--- src/rtl/vtc_pkg.sv ---
// Package of constants and types for the vector termination control block
package vtc_pkg;

  // ----------------------------------------------------------------
  // Widths
  // ----------------------------------------------------------------
  localparam int LEN_W = 16;
  localparam int OP_W = 64;

  // ----------------------------------------------------------------
  // Instruction class boundaries
  // ----------------------------------------------------------------
  localparam logic [7:0] VEC_LO = 8'h80;
  localparam logic [7:0] VEC_HI = 8'h9c;
  localparam logic [7:0] ZERO2_LO = 8'h80;
  localparam logic [7:0] ZERO2_HI = 8'h87;
  localparam logic [7:0] ONE_A = 8'h88;
  localparam logic [7:0] ONE_B = 8'h89;
  localparam logic [7:0] ONE_C = 8'h8b;
  localparam logic [7:0] ONE_D = 8'h8c;
  localparam logic [7:0] ONE_E = 8'h8f;
  localparam logic [7:0] SGL1_LO = 8'h90;
  localparam logic [7:0] SGL1_HI = 8'h93;
  localparam logic [7:0] DUO_A = 8'h94;
  localparam logic [7:0] DUO_B = 8'h95;
  localparam logic [7:0] SGL2_LO = 8'h96;
  localparam logic [7:0] SGL2_HI = 8'h9a;
  localparam logic [7:0] DUO_C = 8'h9b;
  localparam logic [7:0] SGL3 = 8'h9c;

  // ----------------------------------------------------------------
  // Extension values
  // ----------------------------------------------------------------
  localparam logic [OP_W-1:0] MACH_ZERO = 64'h0000_0000_0000_0000;
  localparam logic [OP_W-1:0] NORM_ONE = 64'h0031_8000_0000_0000;
  localparam logic [OP_W-1:0] ALL_ZERO = 64'h0000_0000_0000_0000;

  // ----------------------------------------------------------------
  // Types
  // ----------------------------------------------------------------
  typedef enum logic [1:0] {
    VTC_FILL_NONE = 2'b00,
    VTC_FILL_ZERO = 2'b01,
    VTC_FILL_ONE = 2'b10
  } vtc_fill_t;

  typedef enum logic [1:0] {
    VTC_IDLE = 2'b00,
    VTC_RUN = 2'b01,
    VTC_DONE = 2'b10
  } vtc_state_t;

endpackage

--- src/rtl/vtc_decode.sv ---
// Opcode classifier for vector and sparse-vector instructions
`timescale 1ns/1ps

module vtc_decode (
  input wire logic [7:0] opcode,
  output vtc_pkg::vtc_fill_t fill_kind,
  output logic use_b,
  output logic is_vector,
  output logic is_sparse
);

  // ----------------------------------------------------------------
  // Range test
  // ----------------------------------------------------------------
  function automatic logic in_rng(input logic [7:0] v, input logic [7:0] lo,
                                  input logic [7:0] hi);
    in_rng = (v >= lo) && (v <= hi);
  endfunction

  logic one_grp;
  logic zero_two;
  logic zero_one;

  always_comb begin
    one_grp = (opcode == vtc_pkg::ONE_A) || (opcode == vtc_pkg::ONE_B) ||
              (opcode == vtc_pkg::ONE_C) || (opcode == vtc_pkg::ONE_D) ||
              (opcode == vtc_pkg::ONE_E);
    zero_two = in_rng(opcode, vtc_pkg::ZERO2_LO, vtc_pkg::ZERO2_HI) ||
               (opcode == vtc_pkg::DUO_A) || (opcode == vtc_pkg::DUO_B) ||
               (opcode == vtc_pkg::DUO_C);
    zero_one = in_rng(opcode, vtc_pkg::SGL1_LO, vtc_pkg::SGL1_HI) ||
               in_rng(opcode, vtc_pkg::SGL2_LO, vtc_pkg::SGL2_HI) ||
               (opcode == vtc_pkg::SGL3);
    is_vector = one_grp || zero_two || zero_one;
    is_sparse = (opcode[7:4] == 4'ha);
    use_b = one_grp || zero_two || is_sparse;
    if (one_grp) begin
      fill_kind = vtc_pkg::VTC_FILL_ONE;
    end else if (zero_two || zero_one) begin
      fill_kind = vtc_pkg::VTC_FILL_ZERO;
    end else begin
      fill_kind = vtc_pkg::VTC_FILL_NONE;
    end
  end

endmodule

--- src/rtl/vtc_ctrl.sv ---
// Termination and extension control for vector and sparse-vector instructions
// Operation
// - If the governing field is empty before the first fetch the instruction is a no-op with no fetch and no flag change.
// - A sparse-vector instruction ends exactly when its result order vector runs out, whatever the source lengths.
// - A zero result order vector designator or zero result order vector length makes a sparse-vector instruction a flagless no-op.
// - Short or empty source order vectors in a sparse-vector instruction read as zero bits where needed.
// - Codes 80 to 87, 94, 95 and 9B extend exhausted A or B fields with machine zero.
// - Codes 88, 89, 8B, 8C and 8F extend exhausted A or B fields with normalized one.
// - Codes 90 to 93, 96 to 9A and 9C use only A, extended with machine zero.
// - Every vector code ends when the C field runs out and is a no-op when C starts empty.
// - Extension values are machine zero or normalized one in the instruction operand format.
`timescale 1ns/1ps

module vtc_ctrl (
  input wire logic mclk,
  input wire logic reset,
  input wire logic start,
  input wire logic [7:0] opcode,
  input wire logic [vtc_pkg::LEN_W-1:0] len_a,
  input wire logic [vtc_pkg::LEN_W-1:0] len_b,
  input wire logic [vtc_pkg::LEN_W-1:0] len_c,
  input wire logic c_desig_nz,
  input wire logic z_desig_nz,
  input wire logic step,
  input wire logic [vtc_pkg::OP_W-1:0] fetch_a,
  input wire logic [vtc_pkg::OP_W-1:0] fetch_b,
  input wire logic flags_in_valid,
  output logic busy,
  output logic done,
  output logic noop,
  output logic undefined_op,
  output logic fetch_a_req,
  output logic fetch_b_req,
  output logic [vtc_pkg::OP_W-1:0] opnd_a,
  output logic [vtc_pkg::OP_W-1:0] opnd_b,
  output logic opnd_valid,
  output logic flag_wr_en
);

  // ----------------------------------------------------------------
  // Decode
  // ----------------------------------------------------------------
  vtc_pkg::vtc_fill_t fill_kind;
  logic use_b;
  logic is_vector;
  logic is_sparse;

  vtc_decode vtc_decode_i (
    .opcode(opcode),
    .fill_kind(fill_kind),
    .use_b(use_b),
    .is_vector(is_vector),
    .is_sparse(is_sparse)
  );

  // ----------------------------------------------------------------
  // Instruction state
  // ----------------------------------------------------------------
  vtc_pkg::vtc_state_t state_r;
  vtc_pkg::vtc_fill_t fill_r;
  logic use_b_r;
  logic sparse_r;
  logic [vtc_pkg::LEN_W-1:0] rem_c_r;
  logic [vtc_pkg::LEN_W-1:0] rem_a_r;
  logic [vtc_pkg::LEN_W-1:0] rem_b_r;
  logic start_noop;
  logic last_step;
  logic [vtc_pkg::OP_W-1:0] fill_val;
  logic take_start;
  logic advance;
  logic a_left;
  logic b_left;

  // ----------------------------------------------------------------
  // Helpers
  // ----------------------------------------------------------------
  // Source field still holds elements to fetch
  function automatic logic has_left(input logic [vtc_pkg::LEN_W-1:0] n);
    has_left = (n != '0);
  endfunction

  // Remaining count after one element
  function automatic logic [vtc_pkg::LEN_W-1:0] count_down(
    input logic [vtc_pkg::LEN_W-1:0] n
  );
    count_down = n - 16'h0001;
  endfunction

  // ----------------------------------------------------------------
  // Step qualifiers
  // ----------------------------------------------------------------
  assign take_start = start && (state_r == vtc_pkg::VTC_IDLE);
  assign advance = (state_r == vtc_pkg::VTC_RUN) && step;
  assign a_left = has_left(rem_a_r);
  assign b_left = use_b_r && has_left(rem_b_r);

  always_comb begin
    start_noop = 1'b0;
    if (is_sparse) begin
      start_noop = !z_desig_nz || (len_c == '0);
    end else if (is_vector) begin
      start_noop = (len_c == '0);
    end else begin
      start_noop = 1'b1;
    end
  end

  always_comb begin
    case (fill_r)
      vtc_pkg::VTC_FILL_ONE: fill_val = vtc_pkg::NORM_ONE;
      vtc_pkg::VTC_FILL_ZERO: fill_val = vtc_pkg::MACH_ZERO;
      default: fill_val = vtc_pkg::ALL_ZERO;
    endcase
    if (sparse_r) begin
      fill_val = vtc_pkg::ALL_ZERO;
    end
  end

  assign last_step = step && (rem_c_r == 16'h0001);

  // ----------------------------------------------------------------
  // Sequencer
  // ----------------------------------------------------------------
  always_ff @(posedge mclk) begin
    if (reset) begin
      state_r <= vtc_pkg::VTC_IDLE;
    end else begin
      case (state_r)
        vtc_pkg::VTC_IDLE: begin
          if (start) begin
            state_r <= start_noop ? vtc_pkg::VTC_DONE : vtc_pkg::VTC_RUN;
          end
        end
        vtc_pkg::VTC_RUN: begin
          if (last_step) begin
            state_r <= vtc_pkg::VTC_DONE;
          end
        end
        vtc_pkg::VTC_DONE: state_r <= vtc_pkg::VTC_IDLE;
        default: state_r <= vtc_pkg::VTC_IDLE;
      endcase
    end
  end

  always_ff @(posedge mclk) begin
    if (reset) begin
      fill_r <= vtc_pkg::VTC_FILL_NONE;
      use_b_r <= 1'b0;
      sparse_r <= 1'b0;
    end else if (take_start) begin
      fill_r <= fill_kind;
      use_b_r <= use_b;
      sparse_r <= is_sparse;
    end
  end

  // ----------------------------------------------------------------
  // Length counters
  // ----------------------------------------------------------------
  always_ff @(posedge mclk) begin
    if (reset) begin
      rem_c_r <= '0;
      rem_a_r <= '0;
      rem_b_r <= '0;
    end else if (take_start) begin
      rem_c_r <= len_c;
      rem_a_r <= len_a;
      rem_b_r <= use_b ? len_b : '0;
    end else if (advance) begin
      rem_c_r <= count_down(rem_c_r);
      if (has_left(rem_a_r)) begin
        rem_a_r <= count_down(rem_a_r);
      end
      if (has_left(rem_b_r)) begin
        rem_b_r <= count_down(rem_b_r);
      end
    end
  end

  // ----------------------------------------------------------------
  // Operand path and outputs
  // ----------------------------------------------------------------
  always_ff @(posedge mclk) begin
    if (reset) begin
      opnd_a <= '0;
      opnd_b <= '0;
      opnd_valid <= 1'b0;
      fetch_a_req <= 1'b0;
      fetch_b_req <= 1'b0;
    end else begin
      opnd_valid <= advance;
      fetch_a_req <= advance && a_left;
      fetch_b_req <= advance && b_left;
      if (advance) begin
        opnd_a <= a_left ? fetch_a : fill_val;
        if (!use_b_r) begin
          opnd_b <= vtc_pkg::ALL_ZERO;
        end else begin
          opnd_b <= b_left ? fetch_b : fill_val;
        end
      end
    end
  end

  always_ff @(posedge mclk) begin
    if (reset) begin
      busy <= 1'b0;
      done <= 1'b0;
      noop <= 1'b0;
      undefined_op <= 1'b0;
      flag_wr_en <= 1'b0;
    end else begin
      busy <= (state_r == vtc_pkg::VTC_RUN) && !last_step;
      done <= (state_r == vtc_pkg::VTC_RUN && last_step) ||
              (take_start && start_noop);
      if (take_start) begin
        noop <= start_noop;
        undefined_op <= is_sparse && z_desig_nz && (len_c != '0) && !c_desig_nz;
      end
      flag_wr_en <= (state_r == vtc_pkg::VTC_RUN) && flags_in_valid;
    end
  end

endmodule

--- config.mk ---
export PLATFORM = sky130hd
export DESIGN_NAME = vtc_ctrl
export DESIGN_NICKNAME = d
export VERILOG_FILES = /design/src/rtl/vtc_pkg.sv /design/src/rtl/vtc_decode.sv /design/src/rtl/vtc_ctrl.sv
export SDC_FILE = /design/constraint.sdc
export NUM_CORES = 1
export LEC_CHECK = 0
export ABC_AREA = 1
export BUFFER_PORTS_ARGS = -buffer_cell sky130_fd_sc_hd__clkbuf_2
export CAP_MARGIN = 20
export CORE_ASPECT_RATIO = 0.7
export CORE_MARGIN = 2
export CORE_UTILIZATION = 53
export DETAILED_ROUTE_END_ITERATION = 16
export PLACE_DENSITY = 0.91
export SLEW_MARGIN = 20
export SYNTH_ARGS = -nofsm -noshare
export SYNTH_HDL_FRONTEND = slang
export SYNTH_SLANG_ARGS = --single-unit
--- constraint.sdc ---
create_clock -name mclk -period 4.4 [get_ports mclk]
set_input_delay 0.66 -clock mclk [delete_from_list [all_inputs] [get_ports mclk]]
set_output_delay 0.66 -clock mclk [all_outputs]
set_load 0.03 [all_outputs]
==> metrics.md <==
| Metric | Value |
|---|---|
| Combinational share of power | 0.174 |
| Distinct cell type count after synthesis | 39 |
| Final Max Slew Viols | 0 |
| Dpl cell area | ~10000 um2 |
| Post-Synthesis Cells | between 1000 and 1500 |
| CTS Buf Count | 17 |
| Drt total wl | roughly 25000 um |
| Synth warnings | 0 |
| Vias in the first global route | ~8000 |
| Util after Layout | 0.684 |
| Synth area leader | dfxtp_1 |
| Clock transition at the registers of the reported paths | around 80 ps |
| Post-route cell area | approximately 11000 um2 |
| I/O pin cnt | approximately 330 |
| Worst setup EP type | flip-flop |
| EDFF count, synth | 0 |
| GRT Util Overall | 0.283 |
| Yosys reg bits | between 150 and 200 |
| Psw | ~1.3 mW |
| Seq/Total Area, Yosys | 0.454 |
| Post-Syn Nets | 1400 |
| Starting Density | 0.541 |
| Clk pwr share | 0.372 |
| Post-CTS Setup Bufs | 0 |
| Layout cell share with drive strength beyond 1 | 0.261 |
| Routed len/inst | around 15 um |
| Synth area leaders | dfxtp_1, nand2_1, nand3_1 |
| Worst path top cell family by delay | simple AND/OR/NAND/NOR gates |
| Vias per cell | between 5 and 6 |
| Slew of the pin with the lowest slew margin | 1080 ps |
| Max cap viols | 0 |
| Sequential Power Share | 0.454 |
| Placer Congestion | approximately 1.0 |
| CTS tree | yes |
| ANT cells | 0 |
| Worst Path Required | around 4700 ps |
| H-tree Lvls | 4 |
| Lkg Pwr | between 5 and 6 nW |
| CTS Buffer Depth | 2 |
| Fmax | a little over 400 MHz |
| Worst hold-check path type | primary input to flip-flop |
| Post-route antenna net violation count | 0 |
| Fin. Hold Viols | 0 |
| PD cells | 384 nW/um2 |
| Largest net degree at the start of global routing | around 110 |
| Final Skew | ~13 ps |
| Cts repair resizes | 0 |
| Post-synth ARST share | 0 |
| Hold Slack | roughly 420 ps |
| Initial antenna violation count | 0 |
| Max incr delay on CP | 530 ps |
| Critical path launch point type | flip-flop |
| DP Wirelength | 18400 um |
| Period minus WS final | between 2000 and 2500 ps |
| Synth top area share | 0.454 |
| Top_reg_cell synth | dfxtp_1 |
| I/O Buffers | 326 |
| Clk Latency, worst-skew pair | around 420 ps |
| Die Width | 154 um |
| Filler Cells Inserted | between 1000 and 1500 |
| DRC viols | 0 |
| Router iterations before antenna repair | 5 |
| Area of the core | between 15000 and 20000 um2 |
| Site Rows | 38 |
| CTS root buf | clkbuf_16 |
| Die height | between 100 and 150 um |
| CP Max Fanout | 24 |
| Via count | around 8900 |
| First-pass GRT wire length | between 30000 and 40000 um |
| Syn_area_per_cell | 6.96 um2 |
| Fin crit share | 0.554 |
| CP Class | flip-flop to flip-flop |
| CTS Hold Buffers Added | 0 |
| Die area | 16900 um2 |
| Final TNS setup | 0 ps |
| CTS sink cnt | 190 |
| Unrepaired setup endpoints after global routing | false |
| WP buf/inv | 3 |
| Slew headroom | 0.279 |
| Setup Viol. Count Final | 0 |
| Critical-path cell list | inv_1, nand3_2, nand2_1, o21ai_2, inv_2, nand3_1, nand2_1, inv_1 |
| Internal power | around 2.8 mW |
| Final global-route overflow total | 0 |
| Worst path arrival time | about 2800 ps |
| 1st-iter DRT viols | 1024 |
| Status | completed |
| Peak supply drop | roughly 0.26 mV |
| Nets | about 1700 |
| Post-Syn Area | roughly 8400 um2 |
| Sw Share | 0.311 |
| Area Growth Syn to Fin | 26.4% |
| CP max stage cell | nand2_1 |
[state kept, by name, indices dropped and copies added, names as in the netlist, 2 cells and up]
name and cells:
opnd_a 64, rem_c_r 16, opnd_b 64, rem_b_r 16
fill_r 2, state_r 2, rem_a_r 16
[logic make-up (layout without fill, tap and decap cells)]
group	count (synthesis)	in the layout	share of synthesized area
buf+inv	152	451	0.0761
simple gates	735	735	0.372
compound gates	102	102	0.0689
xor+xnor	22	22	0.0230
fa+ha+maj	4	4	0.00597
flops	190	190	0.454
[power groups by stage]
stage | clock network, mW | logic (mW) | registers, mW
2_1_floorplan | 0 | 0.476 | 1.89
3_3_place_gp | 0 | 0.668 | 1.88
3_5_place_dp | 0 | 0.690 | 1.88
4_1_cts | 1.52 | 0.695 | 1.84
5_1_grt | 1.60 | 0.788 | 1.85
6_report | 1.51 | 0.706 | 1.85
[Yosys cell counts (all sizes together), types with 2 or more instances]
master / number
dfxtp: 190
clkbuf: 28
nand4: 5
xnor2: 6
nor3: 11
nand3: 200
o21bai: 2
ha: 4
o211ai: 5
o22ai: 4
o21ai: 35
a21oi: 36
nand2: 408
a31oi: 13
nor2: 110
buf: 36
xor2: 16
inv: 87
[metal layers]
layer,wire (um),part of all wire,vias up,track usage
met4,469,0.019,0,0.0886
met1,10900,0.43,4064,0.378
met3,2060,0.082,42,0.0588
li1,-,-,4426,-
met2,11800,0.47,414,0.465
met5,0,0,-,0
[worst register-to-register path, delay by kind of cell, from the launching register on]
kind / cells / cell delay [ps]
compound gates: 1 / 270
buf+inv: 3 / 530
flops: 1 / 350
simple gates: 4 / 1190
[cell type report]
class,instances,area (um2),share of cell area
Timing Repair Buffer,332,1680,0.158
Multi-Input combinational cell,863,3950,0.373
Tap cell,200,250,0.0236
Sequential cell,190,3800,0.359
Inverter,88,333,0.0314
Clock inverter,14,153,0.0144
Clock buffer,17,425,0.0402
[path summary, 6_finish.rpt]
path,from,end,depth (start not counted),slack (ps)
min reg2reg,opnd_b[51],opnd_b[51],2,470
min,fetch_a[26],opnd_a[26],3,420
max reg2reg,state_r[1],rem_b_r[6],8,1960
max,state_r[1],rem_b_r[6],8,1960
[cells in the final DEF, fill, tap and decap left out, types with 13 or more instances in the layout]
cell type and n:
a21oi_1 35, xor2_1 16, clkbuf_16 17, nand3_1 195
o21ai_0 26, inv_1 82, nor2_1 102, clkbuf_2 326
dfxtp_1 190, nand2_1 400, a31oi_1 13
[stage by stage]
step / instances / total power [mW] / setup WS (ps)
6_report: 1704 / 4.07 / 1960
5_1_grt: 1704 / 4.24 / 1760
4_1_cts: 1704 / 4.06 / 2030
3_5_place_dp: 1673 / 2.57 / 1670
3_3_place_gp: 1673 / 2.55 / 1750
2_1_floorplan: 1205 / 2.37 / 2760
Note: power is estimated with default switching activity, not from simulation.
